### config.mk
export PLATFORM = sky130hd
export DESIGN_NAME = mic_interrupt_controller
export DESIGN_NICKNAME = d
export VERILOG_FILES = /design/src/mic_pkg.sv /design/src/mic_interrupt_controller.sv
export SDC_FILE = /design/constraint.sdc
export NUM_CORES = 1
export LEC_CHECK = 0
export ABC_AREA = 1
export ABC_CLOCK_PERIOD_IN_PS = 11600
export BUFFER_PORTS_ARGS = -buffer_cell sky130_fd_sc_hd__buf_2
export CAP_MARGIN = 20
export CORE_UTILIZATION = 25
export CTS_CLUSTER_SIZE = 10
export DETAILED_ROUTE_END_ITERATION = 8
export PLACE_DENSITY = 0.36
export SLEW_MARGIN = 20
export SYNTH_ARGS = -nofsm -noshare
export SYNTH_HDL_FRONTEND = slang
export SYNTH_SLANG_ARGS = --single-unit
### constraint.sdc
create_clock -name clk -period 11.6 [get_ports clk]
set_input_delay 1.16 -clock clk [delete_from_list [all_inputs] [get_ports clk]]
set_output_delay 1.16 -clock clk [all_outputs]
set_load 0.01 [all_outputs]
### src/mic_pkg.sv
/*
 * constants shared by the interrupt controller: register offsets, field positions,
 * reset values, source order, vectors and timing counts.
 * assumes a 250 MHz machine-cycle clock and an 8-bit register port.
 */
package mic_pkg;

  // register offsets on the 8-bit register port
  localparam logic [7:0] ADDR_ENABLE_PRIMARY    = 8'h00_A8;
  localparam logic [7:0] ADDR_ENABLE_EXTERNAL   = 8'h00_B8;
  localparam logic [7:0] ADDR_ENABLE_SERIAL_ONE = 8'h00_9A;
  localparam logic [7:0] ADDR_TIMER_EXT_FLAGS   = 8'h00_88;
  localparam logic [7:0] ADDR_EXT_REQ_FLAGS     = 8'h00_C0;
  localparam logic [7:0] ADDR_PRIORITY_LOW      = 8'h00_A9;
  localparam logic [7:0] ADDR_PRIORITY_HIGH     = 8'h00_B9;
  localparam logic [7:0] ADDR_WATCHDOG_TICK     = 8'h00_E8;
  localparam logic [7:0] ADDR_EDGE_POLARITY     = 8'h00_F8;
  localparam logic [7:0] ADDR_SERVICE_STATUS    = 8'h00_F9;

  // field positions
  localparam int GLOBAL_EN_BIT  = 7;
  localparam int SERIAL0_EN_BIT = 4;
  localparam int TIMER1_EN_BIT  = 3;
  localparam int EXT1_EN_BIT    = 2;
  localparam int TIMER0_EN_BIT  = 1;
  localparam int EXT0_EN_BIT    = 0;
  localparam int EXT_LOW_BIT    = 1;   // ext2..ext6 at bits 1..5
  localparam int SERIAL1_EN_BIT = 0;
  localparam int TF1_BIT        = 7;
  localparam int TF0_BIT        = 5;
  localparam int IE1_BIT        = 3;
  localparam int IT1_BIT        = 2;
  localparam int IE0_BIT        = 1;
  localparam int IT0_BIT        = 0;
  localparam int TICK_EN_BIT    = 0;
  localparam int TICK_FLAG_BIT  = 1;
  localparam int POL_EXT2_BIT   = 0;
  localparam int POL_EXT3_BIT   = 1;

  localparam logic [7:0] REG_RESET = 8'h00_00;

  // sources in fixed polling order; group of a source is its index halved
  localparam int NUM_SOURCES = 11;
  localparam int NUM_GROUPS  = 6;
  localparam int NUM_LEVELS  = 4;
  localparam int SRC_EXT0 = 0;
  localparam int SRC_SER1 = 1;
  localparam int SRC_TMR0 = 2;
  localparam int SRC_EXT2 = 3;
  localparam int SRC_EXT1 = 4;
  localparam int SRC_EXT3 = 5;
  localparam int SRC_TMR1 = 6;
  localparam int SRC_EXT4 = 7;
  localparam int SRC_SER0 = 8;
  localparam int SRC_EXT5 = 9;
  localparam int SRC_EXT6 = 10;

  localparam logic [15:0] VECTOR [NUM_SOURCES] = '{
    16'h0003, 16'h0083, 16'h000B, 16'h004B, 16'h0013, 16'h0053,
    16'h001B, 16'h005B, 16'h0023, 16'h0063, 16'h006B};

  // timing
  localparam int CLK_MHZ       = 250;
  localparam int LCALL_CYCLES  = 6;
  localparam int TICK_PERIOD_US = 853_400;
  localparam int TICK_CYCLES   = TICK_PERIOD_US * CLK_MHZ;

endpackage : mic_pkg

### src/mic_interrupt_controller.sv
/*
 * eleven-source, four-level vectored interrupt controller for the 8-bit core,
 * with its flag, enable and priority registers and the periodic tick.
 * assumes a core sequencer that answers irq_request with call_taken and
 * signals return-from-interrupt with reti_done, and a plain register port.
 */
// The address map and the strobed register port were chosen for this implementation.
`timescale 1ns/1ps

// How it works
// - eleven sources, flags except serial, four priority levels
// - flags set whatever the enable bits say
// - poll flags each cycle, request vectored call
// - active service preempted only by higher level
// - return ends the topmost active level
// - one detect cycle plus six call cycles
// - global enable bit blocks every interrupt
// - primary enables for serial0, timers, ext0/1
// - external enables ext2..ext6 at bits 1..5
// - serial one enable in bit zero
// - timer overflow, ext flags and types layout
// - ext2..ext6 edge flags at bits 1..5
// - timer call taken clears overflow flag, pulses acknowledge
// - ext0..5 flags auto clear, tick manual
// - ext0/ext1 from dio requests, selectable polarity
// - comparators, eeprom busy, tick feed ext2, ext4..6
// - ext4 comparator inverted, ext5 and ext6 sensed falling
// - tick every 853.4 ms, double enable
// - ext6 edge sensitive, tick flag at E8
// - type bit picks falling edge or low level
// - two priority bits per group, fixed polling
// - fixed vector address per source
module mic_interrupt_controller #(
  parameter int TICK_CYCLES = mic_pkg::TICK_CYCLES
) (
  input  wire  logic        clk,
  input  wire  logic        resetn,
  input  wire  logic [7:0]  reg_addr,
  input  wire  logic [7:0]  reg_wdata,
  input  wire  logic        reg_write,
  input  wire  logic        reg_read,
  output       logic [7:0]  reg_rdata,
  input  wire  logic        dio_high_req,
  input  wire  logic        dio_low_req,
  input  wire  logic        ext0_invert,
  input  wire  logic        ext1_invert,
  input  wire  logic        comparator2,
  input  wire  logic        comparator3,
  input  wire  logic        comparator_select,
  input  wire  logic        eeprom_busy,
  input  wire  logic        timer0_overflow,
  input  wire  logic        timer1_overflow,
  input  wire  logic        serial0_request,
  input  wire  logic        serial1_request,
  input  wire  logic        call_taken,
  input  wire  logic        reti_done,
  output       logic        irq_request,
  output       logic [15:0] irq_vector,
  output       logic        handler_entry,
  output       logic        timer0_service_ack,
  output       logic        timer1_service_ack
);

  initial begin
    if (TICK_CYCLES < 2 || TICK_CYCLES >= (1 << 28)) begin
      $error("TICK_CYCLES out of range");
    end
  end

  typedef enum logic [2:0] {
    MIC_IDLE = 3'b001,
    MIC_REQ  = 3'b010,
    MIC_CALL = 3'b100
  } mic_state_type;

  localparam int NS = mic_pkg::NUM_SOURCES;
  localparam int NA = 5;   // asynchronous pins
  localparam int NE = 6;   // falling-edge detectors

  logic [7:0]  enable_primary;
  logic [7:0]  enable_external;
  logic [7:0]  enable_serial_one;
  logic [7:0]  priority_low_bits;
  logic [7:0]  priority_high_bits;
  logic [1:0]  edge_polarity;
  logic        timer0_overflow_flag;
  logic        timer1_overflow_flag;
  logic        ext0_request_flag;
  logic        ext1_request_flag;
  logic        ext0_trigger_type;
  logic        ext1_trigger_type;
  logic [5:1]  ext_edge_flag;
  logic        tick_irq_enable;
  logic        tick_request_flag;
  logic [27:0] tick_count;
  logic        periodic_tick_source;
  logic [NA-1:0] sync1;
  logic [NA-1:0] sync2;
  logic [NA-1:0] sync3;
  logic [NA-1:0] pin_level;
  logic [NE-1:0] sense;
  logic [NE-1:0] sense_prev;
  logic [NE-1:0] fall;
  logic [NS-1:0] enable_vec;
  logic [NS-1:0] pending;
  logic [3:0]  in_service;
  logic [3:0]  top_mask;
  logic [1:0]  cur_level;
  logic        found;
  logic [3:0]  best_idx;
  logic [1:0]  best_level;
  logic        eligible;
  mic_state_type state;
  logic [3:0]  sel_idx;
  logic [1:0]  sel_level;
  logic [2:0]  call_count;
  logic        take;
  logic        wr_timer_and_external_flags;
  logic        wr_external_request_flags;
  logic        wr_tick;

  // level of a source from its group's two priority bits
  function automatic logic [1:0] level_of(input logic [3:0] idx, input logic [7:0] lo,
                                          input logic [7:0] hi);
    logic [2:0] g;
    g = idx[3:1];
    level_of = {hi[g], lo[g]};
  endfunction : level_of

  ////////////////////////////////////////////////////////////////////////////
  // pin synchronisers: a new level counts once stages two and three agree
  assign wr_timer_and_external_flags  = reg_write && reg_addr == mic_pkg::ADDR_TIMER_EXT_FLAGS;
  assign wr_external_request_flags = reg_write && reg_addr == mic_pkg::ADDR_EXT_REQ_FLAGS;
  assign wr_tick  = reg_write && reg_addr == mic_pkg::ADDR_WATCHDOG_TICK;

  genvar gi;
  generate
    for (gi = 0; gi < NA; gi++) begin : g_sync
      logic pin_raw;
      if (gi == 0) begin : g_p0
        assign pin_raw = dio_high_req;
      end else if (gi == 1) begin : g_p1
        assign pin_raw = dio_low_req;
      end else if (gi == 2) begin : g_p2
        assign pin_raw = comparator2;
      end else if (gi == 3) begin : g_p3
        assign pin_raw = comparator3;
      end else begin : g_p4
        assign pin_raw = eeprom_busy;
      end
      always_ff @(posedge clk) begin
        if (!resetn) begin
          sync1[gi]     <= 1'b1;
          sync2[gi]     <= 1'b1;
          sync3[gi]     <= 1'b1;
          pin_level[gi] <= 1'b1;
        end else begin
          sync1[gi] <= pin_raw;
          sync2[gi] <= sync1[gi];
          sync3[gi] <= sync2[gi];
          if (sync2[gi] == sync3[gi]) begin
            pin_level[gi] <= sync3[gi];
          end
        end
      end
    end
  endgenerate

  // every pin and the tick is turned into a signal whose falling edge means an event
  always_comb begin
    logic cmp;
    cmp = comparator_select ? pin_level[3] : pin_level[2];
    sense[0] = pin_level[0] ^ ext0_invert;
    sense[1] = pin_level[1] ^ ext1_invert;
    sense[2] = cmp ^ edge_polarity[mic_pkg::POL_EXT2_BIT];
    sense[3] = ~cmp;                                  // rising comparator
    sense[4] = pin_level[4];        // busy sensed falling, not inverted
    sense[5] = periodic_tick_source;  // tick low pulse sensed falling, not inverted
  end
  assign fall = sense_prev & ~sense;

  // history starts at the idle sense of each source, so no false edge follows reset
  always_ff @(posedge clk) begin
    if (!resetn) begin
      sense_prev <= sense;   // idle sense: inverted ext4 comparator and inverts are 0 there
    end else begin
      sense_prev <= sense;
    end
  end

  ////////////////////////////////////////////////////////////////////////////
  // periodic tick: source drops low for one cycle per period
  always_ff @(posedge clk) begin
    if (!resetn) begin
      tick_count           <= '0;
      periodic_tick_source <= 1'b1;
    end else if (tick_count == 28'(TICK_CYCLES - 1)) begin
      tick_count           <= '0;
      periodic_tick_source <= 1'b0;
    end else begin
      tick_count           <= tick_count + 28'd1;
      periodic_tick_source <= 1'b1;
    end
  end

  ////////////////////////////////////////////////////////////////////////////
  // control registers written by software
  always_ff @(posedge clk) begin
    if (!resetn) begin
      enable_primary     <= mic_pkg::REG_RESET;
      enable_external    <= mic_pkg::REG_RESET;
      enable_serial_one  <= mic_pkg::REG_RESET;
      priority_low_bits  <= mic_pkg::REG_RESET;
      priority_high_bits <= mic_pkg::REG_RESET;
      edge_polarity      <= '0;
      ext0_trigger_type  <= 1'b0;
      ext1_trigger_type  <= 1'b0;
      tick_irq_enable    <= 1'b0;
    end else if (reg_write) begin
      if (reg_addr == mic_pkg::ADDR_ENABLE_PRIMARY) begin
        enable_primary <= reg_wdata & 8'h00_9F;
      end else if (reg_addr == mic_pkg::ADDR_ENABLE_EXTERNAL) begin
        enable_external <= reg_wdata & 8'h00_3E;
      end else if (reg_addr == mic_pkg::ADDR_ENABLE_SERIAL_ONE) begin
        enable_serial_one <= reg_wdata & 8'h00_01;
      end else if (reg_addr == mic_pkg::ADDR_PRIORITY_LOW) begin
        priority_low_bits <= reg_wdata & 8'h00_3F;
      end else if (reg_addr == mic_pkg::ADDR_PRIORITY_HIGH) begin
        priority_high_bits <= reg_wdata & 8'h00_3F;
      end else if (reg_addr == mic_pkg::ADDR_EDGE_POLARITY) begin
        edge_polarity <= reg_wdata[1:0];   // software should leave zero
      end else if (wr_timer_and_external_flags) begin
        ext0_trigger_type <= reg_wdata[mic_pkg::IT0_BIT];
        ext1_trigger_type <= reg_wdata[mic_pkg::IT1_BIT];
      end else if (wr_tick) begin
        tick_irq_enable <= reg_wdata[mic_pkg::TICK_EN_BIT];
      end
    end
  end

  ////////////////////////////////////////////////////////////////////////////
  // request flags: hardware set beats software write and service clear
  always_ff @(posedge clk) begin
    logic d0;
    logic d1;
    if (!resetn) begin
      timer0_overflow_flag <= 1'b0;
      timer1_overflow_flag <= 1'b0;
      ext0_request_flag    <= 1'b0;
      ext1_request_flag    <= 1'b0;
    end else begin
      // type 1: falling edge; type 0: low level keeps setting
      d0 = ext0_trigger_type ? fall[0] : ~sense[0];
      d1 = ext1_trigger_type ? fall[1] : ~sense[1];
      timer0_overflow_flag <= timer0_overflow |
        ((wr_timer_and_external_flags ? reg_wdata[mic_pkg::TF0_BIT] : timer0_overflow_flag)
         & ~(take && sel_idx == 4'(mic_pkg::SRC_TMR0)));
      timer1_overflow_flag <= timer1_overflow |
        ((wr_timer_and_external_flags ? reg_wdata[mic_pkg::TF1_BIT] : timer1_overflow_flag)
         & ~(take && sel_idx == 4'(mic_pkg::SRC_TMR1)));
      ext0_request_flag <= d0 |
        ((wr_timer_and_external_flags ? reg_wdata[mic_pkg::IE0_BIT] : ext0_request_flag)
         & ~(take && sel_idx == 4'(mic_pkg::SRC_EXT0)));
      ext1_request_flag <= d1 |
        ((wr_timer_and_external_flags ? reg_wdata[mic_pkg::IE1_BIT] : ext1_request_flag)
         & ~(take && sel_idx == 4'(mic_pkg::SRC_EXT1)));
    end
  end

  // ext2..ext6 edge flags; ext3 has no source, ext6 and tick clear by software only
  always_ff @(posedge clk) begin
    logic [5:1] hw_set;
    logic [5:1] hw_clr;
    if (!resetn) begin
      ext_edge_flag     <= '0;
      tick_request_flag <= 1'b0;
    end else begin
      hw_set = {fall[5], fall[4], fall[3], 1'b0, fall[2]};
      hw_clr = '0;
      hw_clr[1] = take && sel_idx == 4'(mic_pkg::SRC_EXT2);
      hw_clr[2] = take && sel_idx == 4'(mic_pkg::SRC_EXT3);
      hw_clr[3] = take && sel_idx == 4'(mic_pkg::SRC_EXT4);
      hw_clr[4] = take && sel_idx == 4'(mic_pkg::SRC_EXT5);
      ext_edge_flag <= hw_set |
        ((wr_external_request_flags ? reg_wdata[5:1] : ext_edge_flag) & ~hw_clr);
      tick_request_flag <= fall[5] |
        (wr_tick ? reg_wdata[mic_pkg::TICK_FLAG_BIT] : tick_request_flag);
    end
  end

  ////////////////////////////////////////////////////////////////////////////
  // pending vector in polling order and the arbiter
  assign enable_vec = {
    enable_external[5] & tick_irq_enable,
    enable_external[4], enable_primary[mic_pkg::SERIAL0_EN_BIT],
    enable_external[3], enable_primary[mic_pkg::TIMER1_EN_BIT],
    enable_external[2], enable_primary[mic_pkg::EXT1_EN_BIT],
    enable_external[1], enable_primary[mic_pkg::TIMER0_EN_BIT],
    enable_serial_one[mic_pkg::SERIAL1_EN_BIT], enable_primary[mic_pkg::EXT0_EN_BIT]};

  assign pending = enable_vec & {
    ext_edge_flag[5] & tick_request_flag, ext_edge_flag[4], serial0_request,
    ext_edge_flag[3], timer1_overflow_flag, ext_edge_flag[2], ext1_request_flag,
    ext_edge_flag[1], timer0_overflow_flag, serial1_request, ext0_request_flag};

  // lowest index wins among equal levels, hence the downward scan
  always_comb begin
    found      = 1'b0;
    best_idx   = '0;
    best_level = '0;
    for (int i = NS - 1; i >= 0; i--) begin
      if (pending[i] && (!found || level_of(4'(i), priority_low_bits, priority_high_bits)
                         >= best_level)) begin
        found      = 1'b1;
        best_idx   = 4'(i);
        best_level = level_of(4'(i), priority_low_bits, priority_high_bits);
      end
    end
  end

  // topmost active service level
  always_comb begin
    top_mask  = '0;
    cur_level = '0;
    for (int l = 0; l < mic_pkg::NUM_LEVELS; l++) begin
      if (in_service[l]) begin
        top_mask  = 4'(1 << l);
        cur_level = 2'(l);
      end
    end
  end

  assign eligible = enable_primary[mic_pkg::GLOBAL_EN_BIT] && found &&
                    (in_service == '0 || best_level > cur_level);
  assign take = state == MIC_REQ && call_taken;

  ////////////////////////////////////////////////////////////////////////////
  // request sequencer: detect, request, then count the forced call
  always_ff @(posedge clk) begin
    if (!resetn) begin
      state       <= MIC_IDLE;
      irq_request <= 1'b0;
      irq_vector  <= '0;
      sel_idx     <= '0;
      sel_level   <= '0;
      call_count  <= '0;
    end else begin
      case (state)
        MIC_IDLE: begin
          if (eligible) begin
            state       <= MIC_REQ;
            irq_request <= 1'b1;
            irq_vector  <= mic_pkg::VECTOR[best_idx];
            sel_idx     <= best_idx;
            sel_level   <= best_level;
          end
        end
        MIC_REQ: begin
          if (call_taken) begin
            state       <= MIC_CALL;
            irq_request <= 1'b0;
            call_count  <= 3'd1;
          end else if (!eligible || best_idx != sel_idx) begin
            state       <= MIC_IDLE;   // re-poll when the winner changes
            irq_request <= 1'b0;
          end
        end
        MIC_CALL: begin
          if (call_count == 3'(mic_pkg::LCALL_CYCLES - 1)) begin
            state <= MIC_IDLE;
          end else begin
            call_count <= call_count + 3'd1;
          end
        end
        default: begin
          state       <= MIC_IDLE;
          irq_request <= 1'b0;
        end
      endcase
    end
  end

  // service levels and the entry and acknowledge pulses
  always_ff @(posedge clk) begin
    if (!resetn) begin
      in_service         <= '0;
      handler_entry      <= 1'b0;
      timer0_service_ack <= 1'b0;
      timer1_service_ack <= 1'b0;
    end else begin
      in_service <= (in_service & ~(reti_done ? top_mask : 4'h0_0))
                    | (take ? 4'(1 << sel_level) : 4'h0_0);
      handler_entry <= state == MIC_CALL &&
                       call_count == 3'(mic_pkg::LCALL_CYCLES - 1);
      timer0_service_ack <= take && sel_idx == 4'(mic_pkg::SRC_TMR0);
      timer1_service_ack <= take && sel_idx == 4'(mic_pkg::SRC_TMR1);
    end
  end

  ////////////////////////////////////////////////////////////////////////////
  // register read port: data one cycle after the strobe, zero when unmapped
  always_ff @(posedge clk) begin
    if (!resetn) begin
      reg_rdata <= '0;
    end else if (!reg_read) begin
      reg_rdata <= '0;
    end else if (reg_addr == mic_pkg::ADDR_ENABLE_PRIMARY) begin
      reg_rdata <= enable_primary;
    end else if (reg_addr == mic_pkg::ADDR_ENABLE_EXTERNAL) begin
      reg_rdata <= enable_external;
    end else if (reg_addr == mic_pkg::ADDR_ENABLE_SERIAL_ONE) begin
      reg_rdata <= enable_serial_one;
    end else if (reg_addr == mic_pkg::ADDR_TIMER_EXT_FLAGS) begin
      reg_rdata <= {timer1_overflow_flag, 1'b0, timer0_overflow_flag, 1'b0,
                    ext1_request_flag, ext1_trigger_type,
                    ext0_request_flag, ext0_trigger_type};
    end else if (reg_addr == mic_pkg::ADDR_EXT_REQ_FLAGS) begin
      reg_rdata <= {2'b00, ext_edge_flag, 1'b0};
    end else if (reg_addr == mic_pkg::ADDR_PRIORITY_LOW) begin
      reg_rdata <= priority_low_bits;
    end else if (reg_addr == mic_pkg::ADDR_PRIORITY_HIGH) begin
      reg_rdata <= priority_high_bits;
    end else if (reg_addr == mic_pkg::ADDR_WATCHDOG_TICK) begin
      reg_rdata <= {6'b00_0000, tick_request_flag, tick_irq_enable};
    end else if (reg_addr == mic_pkg::ADDR_EDGE_POLARITY) begin
      reg_rdata <= {6'b00_0000, edge_polarity};
    end else if (reg_addr == mic_pkg::ADDR_SERVICE_STATUS) begin
      reg_rdata <= {4'h0, in_service};
    end else begin
      reg_rdata <= '0;
    end
  end
endmodule : mic_interrupt_controller

==> impl_summary.md <==
Setup path
Counting stages on the worst path, the most repeated cell is sky130_fd_sc_hd__nand2_1. The data arrival time at the worst-slack endpoint is 10.82 ns. The largest delay contributor family on the critical path is simple AND/OR/NAND/NOR gates. The largest single stage delay on the critical path is ~0.35 ns. The startpoint type of the worst setup path is a flip-flop. The required time of the worst setup path is about 12 ns.

Along the worst path, the maximum fanout reaches 6. By startpoint and endpoint, the worst setup path is classified as flip-flop to flip-flop. The master of the slowest instance on the critical path is sky130_fd_sc_hd__dfxtp_1. STA classifies the critical path endpoint as a flip-flop. The number of buffer and inverter stages on the critical path is 10.

Drt
After detailed routing, the number of vias per cell comes to 4.387. The post-route antenna net violation count is 0. The overall via count from detail_route is about 5.8k. The detail-routed net length per standard cell is about 14 µm. In this run, the number of DRC markers left after iteration 0 of detailed routing was ~200. The detailed-router iteration count before antenna repair is 5. The DRC violations left is 0. The final layout contains routed wiring with a total length of ~19 mm.

Floorplanning
The floorplan step defined a core boundary enclosing 25250 µm². The top-level I/O count is 62. The floorplan step defined a die boundary enclosing approximately 26000 µm².

The initial utilization of the core area, before any placement, comes to 0.2551. The die is between 150 and 200 µm wide. The initialized floorplan defines 58 standard-cell rows. The floorplan step set the die height to ~160 µm.

Worst hold path
The worst hold path belongs to the class flip-flop to flip-flop.

Placed design
The placed cell area is around 7000 µm². The congestion estimate from routability-driven global placement came to approximately 0.76. Input and output buffers added on the ports amount to 50. The HPWL after detailed placement is ~14 mm.

Cells and area
The final instance area is between 7000 and 8000 µm². The number of antenna cells inserted is 0. Measured on the finished design, the core utilization comes to 0.3096. The layout has about 2.8k filler cells. The area overhead of the layout relative to synthesis is 21.37%. After the last flow step, the layout net total stands at slightly above 1k. The multi-input logic area is about 3300 µm². In the final layout, flip-flops and latches occupy 2506 µm².

In the final layout, the share of cells above drive strength 1 is 0.2116.

Yosys
The arithmetic-cell share of the synthesized area counting full adders, half adders and majority gates is 0.04468. The fraction of synthesized area in multiplexers is 0. The fraction of the mapped netlist area in simple logic gates is 0.2743. Of the total synthesized cell area, the portion taken by XOR and XNOR cells is 0.005439.

The number of synthesized flops with an enable pin is 0. In the synthesized netlist, the number of instances is 902. Yosys printed 0 warnings. The main combinational cell family by area after synthesis is simple AND/OR/NAND/NOR gates. The post-synthesis average cell area is between 7 and 8 µm². The most common cell in the netlist is sky130_fd_sc_hd__nand2_1. The commonest cells after synthesis are sky130_fd_sc_hd__nand2_1 (168), sky130_fd_sc_hd__inv_1 (134), sky130_fd_sc_hd__dfxtp_1 (125), sky130_fd_sc_hd__a21oi_1 (90), sky130_fd_sc_hd__o21ai_0 (62). The top cell type by total area after synthesis is sky130_fd_sc_hd__dfxtp_1.

In the synthesized netlist the dominant register cell turns out to be sky130_fd_sc_hd__dfxtp_1. Yosys mapped the design onto 52 distinct sky130hd cell types. After synthesis the cells add up to about 6400 µm². The share of the synthesized area in the top cell type is 0.3885.

The share of the Yosys chip area taken by registers is 0.3885. The post-synthesis register bit count is between 100 and 150. Ranked by total cell area, the synthesized netlist is headed by sky130_fd_sc_hd__dfxtp_1 (39%), sky130_fd_sc_hd__nand2_1 (9.8%), sky130_fd_sc_hd__inv_1 (7.8%), sky130_fd_sc_hd__a21oi_1 (7.0%), sky130_fd_sc_hd__o21ai_0 (4.8%). The area fraction in compound gates after synthesis is 0.1744. The fraction of registers with async set or reset after synthesis is 0.

Clock tree
The number of sinks handled by clock tree synthesis is 125. The source-to-sink clock delay at the later pin of the worst-skew pair is around 0.42 ns. The cell at the root of the clock tree is sky130_fd_sc_hd__clkbuf_16.

TritonCTS built the clock tree. The number of H-tree branching levels is 4. No sink is reached through more buffers than the 2 on the longest clock path. The clock slew seen by the registers of the worst setup and hold paths is 0.06 ns. The number of buffers added by the clock tree synthesis step is 17.

Global route
The initial antenna violation count is 2. The first-pass GRT wire length is between 20 and 30 mm. For this run the aggregate overflow at the end of global routing stands at 0.

The number of global-route vias before repair is 5512. The global-route total usage across every layer is 0.1483. Entering global routing, the biggest net connects 58 pins.

STA
The slew of the pin with the lowest slew margin is slightly above 1 ns. Between clock sinks in the finished design, the worst skew comes to 0.01296 ns. Timing would allow up to approximately 0.095 GHz.

The share of the clock period used by the worst path after layout is 0.9061. For the finished layout, the period the worst path requires is between 10 and 15 ns. Headroom to the max-slew limit came out at 0.3049. The count of final hold-check violations came to 0. The total of endpoints with negative setup slack in the final report is 0. The max-slew violation total from the final report is 0.

Flow run
Max-cap violations in this run came to 0.

Pwr
The total power density per cell area is around 130 nW/µm². In this run the static leakage power is 0.003292 µW. VDD sags by at most 0.00009112 V.

Outcome
The run finished with clean final reports.
## power breakdown
| part | total (µW) | switching [µW] | internal (µW) |
|---|---|---|---|
| sequential | 437 | 2.71 | 434 |
| combinational | 33.9 | 23.1 | 10.8 |
| clock | 534 | 214 | 319 |
## repair_timing
action | in CTS | in global routing
hold buffers | 0 | 0
endpoints found under the setup margin | 0 | 13
setup buffers | 0 | 9
hold endpoints to repair | 0 | 0
resized for setup | 0 | 32
## through the flow
step | setup TNS, ns | std cells | power [µW] | worst slack (ns) | hold WS [ns]
after detailed placement | 0 | 1272 | 480.7 | 0.2764 | 0.3730
after global routing | -0.1264 | 1313 | 1043 | -0.07685 | 0.3948
final | 0 | 1313 | 1004 | 1.089 | 0.3778
after global placement | 0 | 1272 | 480.5 | 0.1905 | 0.3617
after CTS | 0 | 1304 | 1022 | 0.2044 | 0.3821
after floorplan | 0 | 911 | 466.5 | 1.475 | 0.3512
## metal layers
metal	up-vias	part of all wire	global-route usage
li1	3075	-	-
met5	-	0.0012	0
met2	67	0.47	0.2424
met4	4	0.011	0.04503
met1	2597	0.48	0.1948
met3	17	0.031	0.03056
## path summary, 6_finish.rpt
kind	start	end	slack (ns)	cells after the start
setup / recovery	ext_edge_flag[5]	irq_request	1.09	93
hold / removal	periodic_tick_source	sense_prev[5]	0.38	0
setup reg to reg	ext_edge_flag[5]	irq_request	1.09	93
hold reg to reg	periodic_tick_source	sense_prev[5]	0.38	0
## flip-flops by register name, indices dropped and copies added (netlist names), 2 cells and up
register and cells:
state 3, enable_external 5, sel_level 2, call_count 3, sync1 5, in_service 4, enable_primary 6, tick_count 28
priority_high_bits 6, pin_level 5, sel_idx 3, sync3 5, priority_low_bits 6, ext_edge_flag 5, sync2 5, irq_vector 5
reg_rdata 7, sense_prev 6, edge_polarity 2
## cell families after synthesis
kind of cell             after synthesis
AO/OA/AOI/OAI                        202
XOR/XNOR                               4
adder cells (fa/ha/maj)               23
buffers and inverters                176
flip-flops                           125
other                                  1
AND/OR/NAND/NOR                      371
## layout make-up
type	count	area share
clock buffer	17	0.05442
clock inverter	15	0.02081
inverter	143	0.06898
multi-input combinational	610	0.4283
sequential	125	0.3206
tap	330	0.05282
timing repair buffer	73	0.05410
## placed cells by master, fill, tap and decap left out, drive strengths merged, types with 2 or more instances in the layout
| cell | synthesis | routed |
|---|---|---|
| or2 | 17 | 17 |
| buf | 17 | 73 |
| nor4 | 7 | 7 |
| a21oi | 90 | 90 |
| nand3b | 2 | 2 |
| clkinv | 1 | 7 |
| nor2 | 63 | 63 |
| dfxtp | 125 | 125 |
| o211ai | 6 | 6 |
| nor3 | 17 | 17 |
| xnor2 | 2 | 2 |
| a31oi | 8 | 8 |
| xor2 | 2 | 2 |
| nand4 | 12 | 12 |
| ha | 23 | 23 |
| clkinvlp | 0 | 3 |
| a211oi | 2 | 2 |
| inv | 142 | 146 |
| bufinv | 0 | 2 |
| nand3 | 57 | 57 |
| o22ai | 5 | 5 |
| o21ai | 76 | 76 |
| clkbuf | 16 | 17 |
| nand2 | 192 | 192 |
| o21a | 5 | 5 |
| conb | 1 | 10 |
No activity file was read; power rests on OpenSTA's default activity.
